$ cat src/common/gdfp_defines.vh
// constants for the gate driver fault protection block
`ifndef GDFP_DEFINES_VH
`define GDFP_DEFINES_VH

`define GDFP_CLK_MHZ 25
// desaturation digital filter, ns
`define GDFP_DESAT_FILT_NS 1000
`define GDFP_DESAT_FILT_CYC ((`GDFP_DESAT_FILT_NS * `GDFP_CLK_MHZ + 500) / 1000)
// gate-supply undervoltage filter, ns
`define GDFP_UV_FILT_NS 700
`define GDFP_UV_FILT_CYC ((`GDFP_UV_FILT_NS * `GDFP_CLK_MHZ + 500) / 1000)
// active gate-off after undervoltage, ns
`define GDFP_UV_OFF_NS 8000
`define GDFP_UV_OFF_CYC ((`GDFP_UV_OFF_NS * `GDFP_CLK_MHZ + 500) / 1000)
// charge pump frequency, kHz; half period in cycles
`define GDFP_PUMP_KHZ 130
`define GDFP_PUMP_HALF_CYC ((`GDFP_CLK_MHZ * 1000 + `GDFP_PUMP_KHZ) / (2 * `GDFP_PUMP_KHZ))
// register port
`define GDFP_ADDR_W 4
`define GDFP_REG_STATUS0 4'h0
`define GDFP_REG_MASK 4'h1
`define GDFP_REG_CTRL 4'h2
`define GDFP_REG_TIMING 4'h3
`define GDFP_REG_PHASEERR 4'h4
`define GDFP_REG_CLEAR 4'h5
// status0 bit positions
`define GDFP_ST_OC 0
`define GDFP_ST_DESAT 1
`define GDFP_ST_PHASE 2
`define GDFP_ST_UV 3
// ctrl bits
`define GDFP_CTRL_DESAT_SD 0
`define GDFP_CTRL_PHASE_SD 1
// clear register bits
`define GDFP_CLR_GRP0 0
`define GDFP_CLR_GRP1 1
`define GDFP_CLR_INIT 2
// reset values
`define GDFP_MASK_RST 4'h0
`define GDFP_CTRL_RST 2'h3
`define GDFP_DEAD_RST 8'h05
`define GDFP_BLANK_RST 8'h0a

`endif

$ cat src/logic/gdfp_gate_driver_fault_protection.v
// fault supervision and gate steering for a three-phase predriver
//
// Implementation choices: the placing of the registers and strobed register access.
`timescale 1ns/1ps
`default_nettype none
`include "gdfp_defines.vh"
// ----------------------------------------------------------------
// Operation
// - one overcurrent comparator and sense amplifier serve all three phases.
// - amplifier above threshold raises overcurrent flag output and latches the fault.
// - latched overcurrent shows in status 0; drives interrupt high if unmasked.
// - overcurrent interrupt holds until fault gone and group-0 clear issued.
// - high-side on only after deadtime started at low-side off.
// - source node low after blanking with high-side on initiates desaturation.
// - desaturation registered after 1.0 us filter; all gates clamped off.
// - condition vanishing before filter expiry discards it and restarts filter.
// - each qualified fault sets a readable status bit.
// - per-source interrupt masks; separate shutdown disables for desat and phase.
// - high-side phase error: commanded on, comparator low after deadtime plus blanking.
// - low-side phase error: commanded on, comparator high after deadtime plus blanking.
// - summary phase flag is OR over phases of high and low errors.
// - phase interrupt holds until fault gone and group-1 clear issued.
// - undervoltage shorter than about 700 ns is ignored.
// - qualified undervoltage drives gates off 8.0 us, then weak hold-off.
// - after recovery low-side follows input; high-side blocked until initialization.
// - after recovery high-side stays high impedance until low-side turned off.
// - hold-off pull-down while logic supply low, reset, or gate supply disabled.
// - charge pump on below regulation threshold, off above threshold plus hysteresis.
// - charge pump switches at 130 kHz while enabled.
// - after any protective fault a fresh initialization is needed.
// - high-side refused until its low-side enabled once after enable.
// ----------------------------------------------------------------
module gdfp_gate_driver_fault_protection
(
    input wire clk,
    input wire reset,
    input wire [`GDFP_ADDR_W-1:0] regAddr,
    input wire [7:0] regWriteData,
    input wire regWrite,
    input wire regRead,
    output reg [7:0] regReadData,
    input wire [2:0] upper_cmd_in,
    input wire [2:0] lower_cmd_in,
    input wire enableIn,
    input wire senseAmpOverThreshold,
    input wire [2:0] desatComparator,
    input wire [2:0] phaseComparatorHigh,
    input wire gateSupplyUnder,
    input wire gate_supply_disable_level,
    input wire logicSupplyLow,
    input wire gateSupplyBelowReg,
    input wire gateSupplyAboveHyst,
    output reg overcurrent_flag_out,
    output reg irqOut,
    output reg [2:0] upper_gate_out,
    output reg [2:0] lower_gate_out,
    output reg [2:0] upperGateHighZ,
    output reg [2:0] activeOff,
    output reg holdOff,
    output reg chargePumpClk
);

// ----------------------------------------------------------------
// registers and state
// ----------------------------------------------------------------
reg [3:0] status0;
reg [3:0] irqMask;
reg [1:0] ctrl;
reg [7:0] deadCycles;
reg [7:0] blankCycles;
reg [2:0] hsErr;
reg [2:0] lsErr;
reg needInit;
reg [2:0] lsSeen;
reg [2:0] hsWaitLsOff;
reg prevUv;
reg [4:0] uvFilt;
reg [7:0] uvOffCnt;
reg pumpOn;
reg [7:0] pumpCnt;
reg [2:0] prevUpper;
reg [2:0] prevLower;
reg [2:0] upperReq;
reg [2:0] lowerReq;
reg [2:0] desatHit;
reg [8:0] deadCnt [0:2];
reg [8:0] settleCnt [0:2];
reg [4:0] desatCnt [0:2];
wire [2:0] desatRaw;
wire [2:0] desatQualified;
wire [2:0] settleDone;
wire uvQualified;
wire protectDesat;
wire protectPhase;
wire clr0;
wire clr1;
wire initCmd;
wire anyPhaseErr;
wire [2:0] hsSet;
wire [2:0] lsSet;
// gate-off load, cut to the counter width
localparam integer UV_OFF_FULL = `GDFP_UV_OFF_CYC;

assign clr0 = regWrite && regAddr == `GDFP_REG_CLEAR && regWriteData[`GDFP_CLR_GRP0];
assign clr1 = regWrite && regAddr == `GDFP_REG_CLEAR && regWriteData[`GDFP_CLR_GRP1];
assign initCmd = regWrite && regAddr == `GDFP_REG_CLEAR && regWriteData[`GDFP_CLR_INIT];
assign anyPhaseErr = |(hsSet | lsSet);
assign uvQualified = uvFilt == `GDFP_UV_FILT_CYC;
assign protectDesat = status0[`GDFP_ST_DESAT] && ctrl[`GDFP_CTRL_DESAT_SD];
assign protectPhase = status0[`GDFP_ST_PHASE] && ctrl[`GDFP_CTRL_PHASE_SD];

// ----------------------------------------------------------------
// per-phase deadtime, blanking, desaturation and phase check
// ----------------------------------------------------------------
genvar p;
generate
    for (p = 0; p < 3; p = p + 1)
    begin : gPhase
        // desaturation only judged with high-side on and blanking over
        assign settleDone[p] = settleCnt[p] == 9'h000;
        assign desatRaw[p] = upperReq[p] && settleDone[p] && desatComparator[p];
        assign desatQualified[p] = desatCnt[p] == `GDFP_DESAT_FILT_CYC;
        assign hsSet[p] = settleCnt[p] == 9'h001 && upperReq[p] && !phaseComparatorHigh[p];
        assign lsSet[p] = settleCnt[p] == 9'h001 && lowerReq[p] && phaseComparatorHigh[p];
        always @(posedge clk)
        begin
            if (reset)
            begin
                deadCnt[p] <= 9'h000;
                settleCnt[p] <= 9'h000;
                desatCnt[p] <= 5'h00;
                upperReq[p] <= 1'b0;
                lowerReq[p] <= 1'b0;
                hsErr[p] <= 1'b0;
                lsErr[p] <= 1'b0;
            end
            else
            begin
                // leading edge turns complement off and starts deadtime
                if (upper_cmd_in[p] && !prevUpper[p])
                begin
                    lowerReq[p] <= 1'b0;
                    if (lowerReq[p])
                        deadCnt[p] <= {1'b0, deadCycles};
                    settleCnt[p] <= {1'b0, deadCycles} + {1'b0, blankCycles};
                end
                else if (lower_cmd_in[p] && !prevLower[p])
                begin
                    upperReq[p] <= 1'b0;
                    if (upperReq[p])
                        deadCnt[p] <= {1'b0, deadCycles};
                    settleCnt[p] <= {1'b0, deadCycles} + {1'b0, blankCycles};
                end
                else
                begin
                    if (deadCnt[p] != 9'h000)
                        deadCnt[p] <= deadCnt[p] - 9'h001;
                    if (settleCnt[p] != 9'h000)
                        settleCnt[p] <= settleCnt[p] - 9'h001;
                    if (deadCnt[p] == 9'h000 || deadCnt[p] == 9'h001)
                    begin
                        upperReq[p] <= upper_cmd_in[p] && !lower_cmd_in[p];
                        lowerReq[p] <= lower_cmd_in[p] && !upper_cmd_in[p];
                    end
                end
                // a granted side dropping starts the deadtime too
                if (!upper_cmd_in[p])
                begin
                    upperReq[p] <= 1'b0;
                    if (upperReq[p])
                        deadCnt[p] <= {1'b0, deadCycles};
                end
                if (!lower_cmd_in[p])
                begin
                    lowerReq[p] <= 1'b0;
                    if (lowerReq[p])
                        deadCnt[p] <= {1'b0, deadCycles};
                end
                // filter restarts if condition drops
                if (!desatRaw[p])
                    desatCnt[p] <= 5'h00;
                else if (!desatQualified[p])
                    desatCnt[p] <= desatCnt[p] + 5'h01;
                // latched error; a fresh error beats a clear
                if (hsSet[p])
                    hsErr[p] <= 1'b1;
                else if (clr1)
                    hsErr[p] <= 1'b0;
                if (lsSet[p])
                    lsErr[p] <= 1'b1;
                else if (clr1)
                    lsErr[p] <= 1'b0;
            end
        end
    end
endgenerate

// ----------------------------------------------------------------
// fault status, interrupt, register port
// ----------------------------------------------------------------
always @(posedge clk)
begin
    if (reset)
    begin
        status0 <= 4'h0;
        irqMask <= `GDFP_MASK_RST;
        ctrl <= `GDFP_CTRL_RST;
        deadCycles <= `GDFP_DEAD_RST;
        blankCycles <= `GDFP_BLANK_RST;
        regReadData <= 8'h00;
        overcurrent_flag_out <= 1'b0;
        irqOut <= 1'b0;
        prevUpper <= 3'h0;
        prevLower <= 3'h0;
        desatHit <= 3'h0;
    end
    else
    begin
        prevUpper <= upper_cmd_in;
        prevLower <= lower_cmd_in;
        overcurrent_flag_out <= senseAmpOverThreshold;
        // set wins; clear only once the fault is gone
        if (senseAmpOverThreshold)
            status0[`GDFP_ST_OC] <= 1'b1;
        else if (clr0)
            status0[`GDFP_ST_OC] <= 1'b0;
        if (|desatQualified || (|hsSet))
            status0[`GDFP_ST_DESAT] <= 1'b1;
        else if (clr1)
            status0[`GDFP_ST_DESAT] <= 1'b0;
        if (anyPhaseErr)
            status0[`GDFP_ST_PHASE] <= 1'b1;
        else if (clr1)
            status0[`GDFP_ST_PHASE] <= 1'b0;
        if (uvQualified)
            status0[`GDFP_ST_UV] <= 1'b1;
        else if (clr0)
            status0[`GDFP_ST_UV] <= 1'b0;
        if (|desatQualified)
            desatHit <= desatQualified;
        else if (clr1)
            desatHit <= 3'h0;
        irqOut <= |(status0 & irqMask);
        if (regWrite)
        begin
            case (regAddr)
                `GDFP_REG_MASK: irqMask <= regWriteData[3:0];
                `GDFP_REG_CTRL: ctrl <= regWriteData[1:0];
                `GDFP_REG_TIMING: deadCycles <= regWriteData;
                `GDFP_REG_PHASEERR: blankCycles <= regWriteData;
                default: ;
            endcase
        end
        if (regRead)
        begin
            case (regAddr)
                `GDFP_REG_STATUS0: regReadData <= {4'h0, status0};
                `GDFP_REG_MASK: regReadData <= {4'h0, irqMask};
                `GDFP_REG_CTRL: regReadData <= {needInit, pumpOn, 4'h0, ctrl};
                `GDFP_REG_TIMING: regReadData <= deadCycles;
                `GDFP_REG_PHASEERR: regReadData <= {1'b0, desatHit, 1'b0, hsErr | lsErr};
                default: regReadData <= 8'h00;
            endcase
        end
        else
            regReadData <= 8'h00;
    end
end

// ----------------------------------------------------------------
// undervoltage, initialization, gate outputs
// ----------------------------------------------------------------
always @(posedge clk)
begin
    if (reset)
    begin
        uvFilt <= 5'h00;
        uvOffCnt <= 8'h00;
        prevUv <= 1'b0;
        needInit <= 1'b1;
        lsSeen <= 3'h0;
        hsWaitLsOff <= 3'h0;
        upper_gate_out <= 3'h0;
        lower_gate_out <= 3'h0;
        upperGateHighZ <= 3'h0;
        activeOff <= 3'h7;
        holdOff <= 1'b1;
    end
    else
    begin
        if (!gateSupplyUnder)
            uvFilt <= 5'h00;
        else if (!uvQualified)
            uvFilt <= uvFilt + 5'h01;
        prevUv <= uvQualified;
        if (uvQualified && !prevUv)
            uvOffCnt <= UV_OFF_FULL[7:0];
        else if (uvOffCnt != 8'h00)
            uvOffCnt <= uvOffCnt - 8'h01;
        // recovery: high-side floats until low-side turned off
        if (prevUv && !uvQualified)
            hsWaitLsOff <= 3'h7;
        else
            hsWaitLsOff <= hsWaitLsOff & ~(~lowerReq & lsSeen);
        if (protectDesat || protectPhase || uvQualified || !enableIn)
        begin
            needInit <= 1'b1;
            lsSeen <= 3'h0;
        end
        else if (initCmd)
            needInit <= 1'b0;
        else
            lsSeen <= lsSeen | lowerReq;
        holdOff <= logicSupplyLow || gate_supply_disable_level
            || (uvQualified && prevUv && uvOffCnt == 8'h00);
        if (protectDesat || protectPhase || logicSupplyLow || gate_supply_disable_level)
        begin
            upper_gate_out <= 3'h0;
            lower_gate_out <= 3'h0;
            activeOff <= 3'h7;
            upperGateHighZ <= 3'h0;
        end
        else if (uvQualified)
        begin
            upper_gate_out <= 3'h0;
            lower_gate_out <= 3'h0;
            activeOff <= (uvOffCnt != 8'h00 || !prevUv) ? 3'h7 : 3'h0;
            upperGateHighZ <= 3'h0;
        end
        else
        begin
            lower_gate_out <= enableIn ? lowerReq : 3'h0;
            upper_gate_out <= (enableIn && !needInit) ? (upperReq & lsSeen & ~hsWaitLsOff) : 3'h0;
            upperGateHighZ <= hsWaitLsOff;
            activeOff <= 3'h7;
        end
    end
end

// ----------------------------------------------------------------
// charge pump
// ----------------------------------------------------------------
always @(posedge clk)
begin
    if (reset)
    begin
        pumpOn <= 1'b0;
        pumpCnt <= 8'h00;
        chargePumpClk <= 1'b0;
    end
    else
    begin
        if (gateSupplyBelowReg)
            pumpOn <= 1'b1;
        else if (gateSupplyAboveHyst)
            pumpOn <= 1'b0;
        if (!pumpOn)
        begin
            pumpCnt <= 8'h00;
            chargePumpClk <= 1'b0;
        end
        else if (pumpCnt == `GDFP_PUMP_HALF_CYC - 1)
        begin
            pumpCnt <= 8'h00;
            chargePumpClk <= !chargePumpClk;
        end
        else
            pumpCnt <= pumpCnt + 8'h01;
    end
end

endmodule // gdfp_gate_driver_fault_protection
`default_nettype wire

$ cat config.mk
export PLATFORM = sky130hd
export DESIGN_NAME = gdfp_gate_driver_fault_protection
export DESIGN_NICKNAME = d
export VERILOG_FILES = /design/src/logic/gdfp_gate_driver_fault_protection.v
export VERILOG_INCLUDE_DIRS = /design/src /design/src/common
export SDC_FILE = /design/constraint.sdc
export NUM_CORES = 1
export LEC_CHECK = 0
export BUFFER_PORTS_ARGS = -buffer_cell sky130_fd_sc_hd__buf_2
export CAP_MARGIN = 20
export CORE_MARGIN = 1
export CORE_UTILIZATION = 45
export CTS_BUF_LIST = sky130_fd_sc_hd__clkbuf_4 sky130_fd_sc_hd__clkbuf_8 sky130_fd_sc_hd__clkbuf_16
export CTS_CLUSTER_SIZE = 10
export DETAILED_ROUTE_END_ITERATION = 10
export HOLD_SLACK_MARGIN = 0.1
export PLACE_DENSITY = 0.67
export SETUP_SLACK_MARGIN = 0.2
export SYNTH_ARGS = -nofsm -noshare
export SYNTH_HDL_FRONTEND = slang
export SYNTH_SLANG_ARGS = --single-unit
$ cat constraint.sdc
create_clock -name clk -period 4.6 [get_ports clk]
set_input_delay 0.92 -clock clk [delete_from_list [all_inputs] [get_ports clk]]
set_output_delay 0.92 -clock clk [all_outputs]
set_load 0.01 [all_outputs]
==> metrics <==
status=finished clean; compound-cell area share of the yosys netlist=14.3%; Required @ worst endpoint=4.89 ns; Synth Flop Type=dfxtp_1; category of the most critical setup path=primary input to flip-flop; number of flops mapped to enable cells by yosys=69; first-pass GRT wire length=31000 um; setup ws final=2.02 ns; overall global routing resource usage=21.6%; # IOs=59; worst setup timing slack at the placement stage=1.59 ns; fraction of final layout cells sized beyond drive strength 1=11.6%; horizontal extent of the die=138 um; Clock Power Share=37.7%; clock sinks=168; critical-path cell with the highest stage delay=or3_1; sequential power share=46.7%; height of the chip=138 um; Adder-Cell Fraction of Synth Area=5.36%; root buffer selected by CTS=clkbuf_16; Floorplan Core Area=0.0180 mm2; initial core utilization=46.1%; Yosys reg bits=168; setup skew after layout=0.0130 ns; GP Congestion=0.813; Power Density=400 mW/mm2; critical path data arrival time=2.88 ns; number of antenna diodes=0; Total Die Area=0.0190 mm2; Combinational Power Share=15.6%; count of nets left with antenna violations after detail routing=0; minimum period implied by the final worst setup slack=2.58 ns; Clk Latency, worst-skew pair=0.44 ns; final routed wirelength across all metal layers=19600 um; number of rows in the core area=49; biggest fanout along the worst timing path=40; hold-fix buffer count after cts=0; final period utilization=56.1%; post-synthesis simple-gate area fraction=20.5%; transition at the pin with the smallest max-transition slack=0.849 ns; routed vias/inst=5.63; main combinational cell family by area after synthesis=simple AND/OR/NAND/NOR gates; CP cell instances=buf_2 -> or3_1 -> nor3_1 -> nand2_1 -> nor4_1; Mean Syn Cell Area=9.86 um2; length of the first detailed-routing pass in iterations=5; vias=6410; share of synthesized area spent on multiplexers=1.10%; maximum root-to-sink buffer count=2; final hold violation count=0; Setup Total Neg Slack=0 ns; setup repair after global routing missed its margin=no; leakage power summed over all cells=3.53 nW; routed length per placed instance=17.2 um; layout filler cell count=1661; worst supply voltage drop on vdd=0.281 mV; grt ovf=0; pin count of the biggest net entering global routing=47; Synth top cells by count=110 x nor2_1, 99 x dfxtp_1, 69 x edfxtp_1; design internal power=2.69 mW; CTS-repair resized insts=0; Netlist Area Pre-Place=0.00830 mm2; Switching Power=1.06 mW; final count of negative-setup-slack endpoints=0; number of global-route vias before repair=5971; Residual DRC=0; peak per-stage delay on the critical path=0.50 ns; endpoint class of the critical path=flip-flop; most common cell in the netlist=nor2_1; maximum frequency from static timing analysis=387 MHz; top cells by area, synth=edfxtp_1 25%, dfxtp_1 24%, ha_1 5.1%; Synth Net Count=912; final-report max-slew violation count=0; Post-DP HPWL=14100 um; initial antenna violation count=0; fraction of post-synthesis cell area in the top cell type by area=25.0%; count of warnings emitted by yosys=0; fin nets=966; Unique masters post-synth=72; layout overhead on the synthesized area=12.8%; sequential area share after synthesis=48.8%; startpoint class of the critical path=primary input; port bufs=58; headroom to the max-slew limit=43.3%; number of buffers inserted during clock tree synthesis=17; FFs w/ async S/R, synth=0%; proportion of total power due to net switching=28.2%; share of the synthesized netlist area taken by xor and xnor gates=6.86%; dominant cell type by area after synthesis=edfxtp_1; CTS tree=done; Iteration-0 DRC Markers=358; CTS clock-pin slew for the worst setup and hold paths=0.07 ns; type of the tightest min-delay check=flip-flop to flip-flop; Clock H-tree levels=4; max-capacitance violation count=0; post-CTS repair timing setup buffer count=0; Post-Syn Instances=842
## power by group through the flow
stage	Clock, mW	Sequential [mW]	Combinational (mW)
2_1_floorplan	0	1.76	0.467
3_3_place_gp	0	1.78	0.570
3_5_place_dp	0	1.78	0.577
4_1_cts	1.43	1.75	0.583
5_1_grt	1.50	1.77	0.657
6_report	1.41	1.75	0.585
## per-stage QoR
step	power (mW)	instances	hold WS (ns)	utilization, %	instance area (um2)
2_1_floorplan	2.23	842	0.404	-	8300
3_3_place_gp	2.35	1106	0.425	48.7	8790
3_5_place_dp	2.36	1106	0.431	48.7	8790
4_1_cts	3.76	1138	0.440	52.0	9370
5_1_grt	3.92	1138	0.444	52.0	9370
6_report	3.75	1138	0.443	52.0	9370
## critical path: cells and delay by family
| family | cells | cell delay, ns |
|---|---|---|
| and+or+nand+nor | 4 | 1.62 |
| buffers and inverters | 1 | 0.33 |
## placed cells by master (no fill, tap or decap), types with 11 or more instances in the layout
master     synthesis  final
a211oi_1          15     15
nor3_1            17     17
o2bb2ai_1         16     16
a21oi_1           54     54
nand2_1           62     62
ha_1              34     34
inv_1             38     38
nand2b_1          15     15
o22ai_1           18     18
and3_1            12     12
clkbuf_16          0     19
nor2_1           110    110
nand3_1           36     36
xor2_1            27     27
o21ai_0           11     11
dfxtp_1           99     99
buf_2              1     58
edfxtp_1          69     69
xnor2_1           38     38
nor4_1            15     15
## cell type report
type                            count  area, um2  area share [%]
Timing Repair Buffer               60        305            3.26
Inverter                           38        143            1.52
Clock buffer                       20        483            5.15
Multi-Input combinational cell    611       4000            42.7
Tap cell                          229        287            3.06
Clock inverter                     12        100            1.07
Sequential cell                   168       4050            43.3
## sequential cells by signal, indices dropped and copies added, names as in the netlist, 2 cells and up
register        count
prevLower           3
ctrl                2
hsWaitLsOff         3
lsSeen              3
deadCnt            27
deadCycles          8
upperGateHighZ      3
pumpCnt             8
status0             4
desatCnt           15
blankCycles         8
upper_gate_out      3
upperReq            3
hsErr               3
uvFilt              5
desatHit            3
lower_gate_out      3
regReadData         8
lowerReq            3
settleCnt          27
irqMask             4
uvOffCnt            8
lsErr               3
prevUpper           3
## cell families after synthesis
kind of cell               count (synthesis)
adders and majority gates                 35
DFF                                      168
and+or+nand+nor                          329
xor gates and xnor gates                  65
muxes                                      9
AOI/OAI and AO/OA                        173
buffers and inverters                     63
## path summary, 6_finish.rpt
path	startpoint	cells past startpoint	end	slack, ns
max reg2reg	deadCycles[0]	7	settleCnt[1][8]	2.04
max	reset	5	upper_gate_out[1]	2.02
min reg2reg	hsWaitLsOff[2]	1	upper_gate_out[2]	0.44
min	hsWaitLsOff[2]	1	upper_gate_out[2]	0.44
## per-layer routing
layer	up-vias	track usage (%)	share of wire [%]
met4	0	8.33	2.0
met2	140	34.3	47
met1	3081	29.4	47
li1	3166	-	-
met5	-	0	0
met3	23	3.61	4.1
No activity file was read; power rests on OpenSTA's default activity.
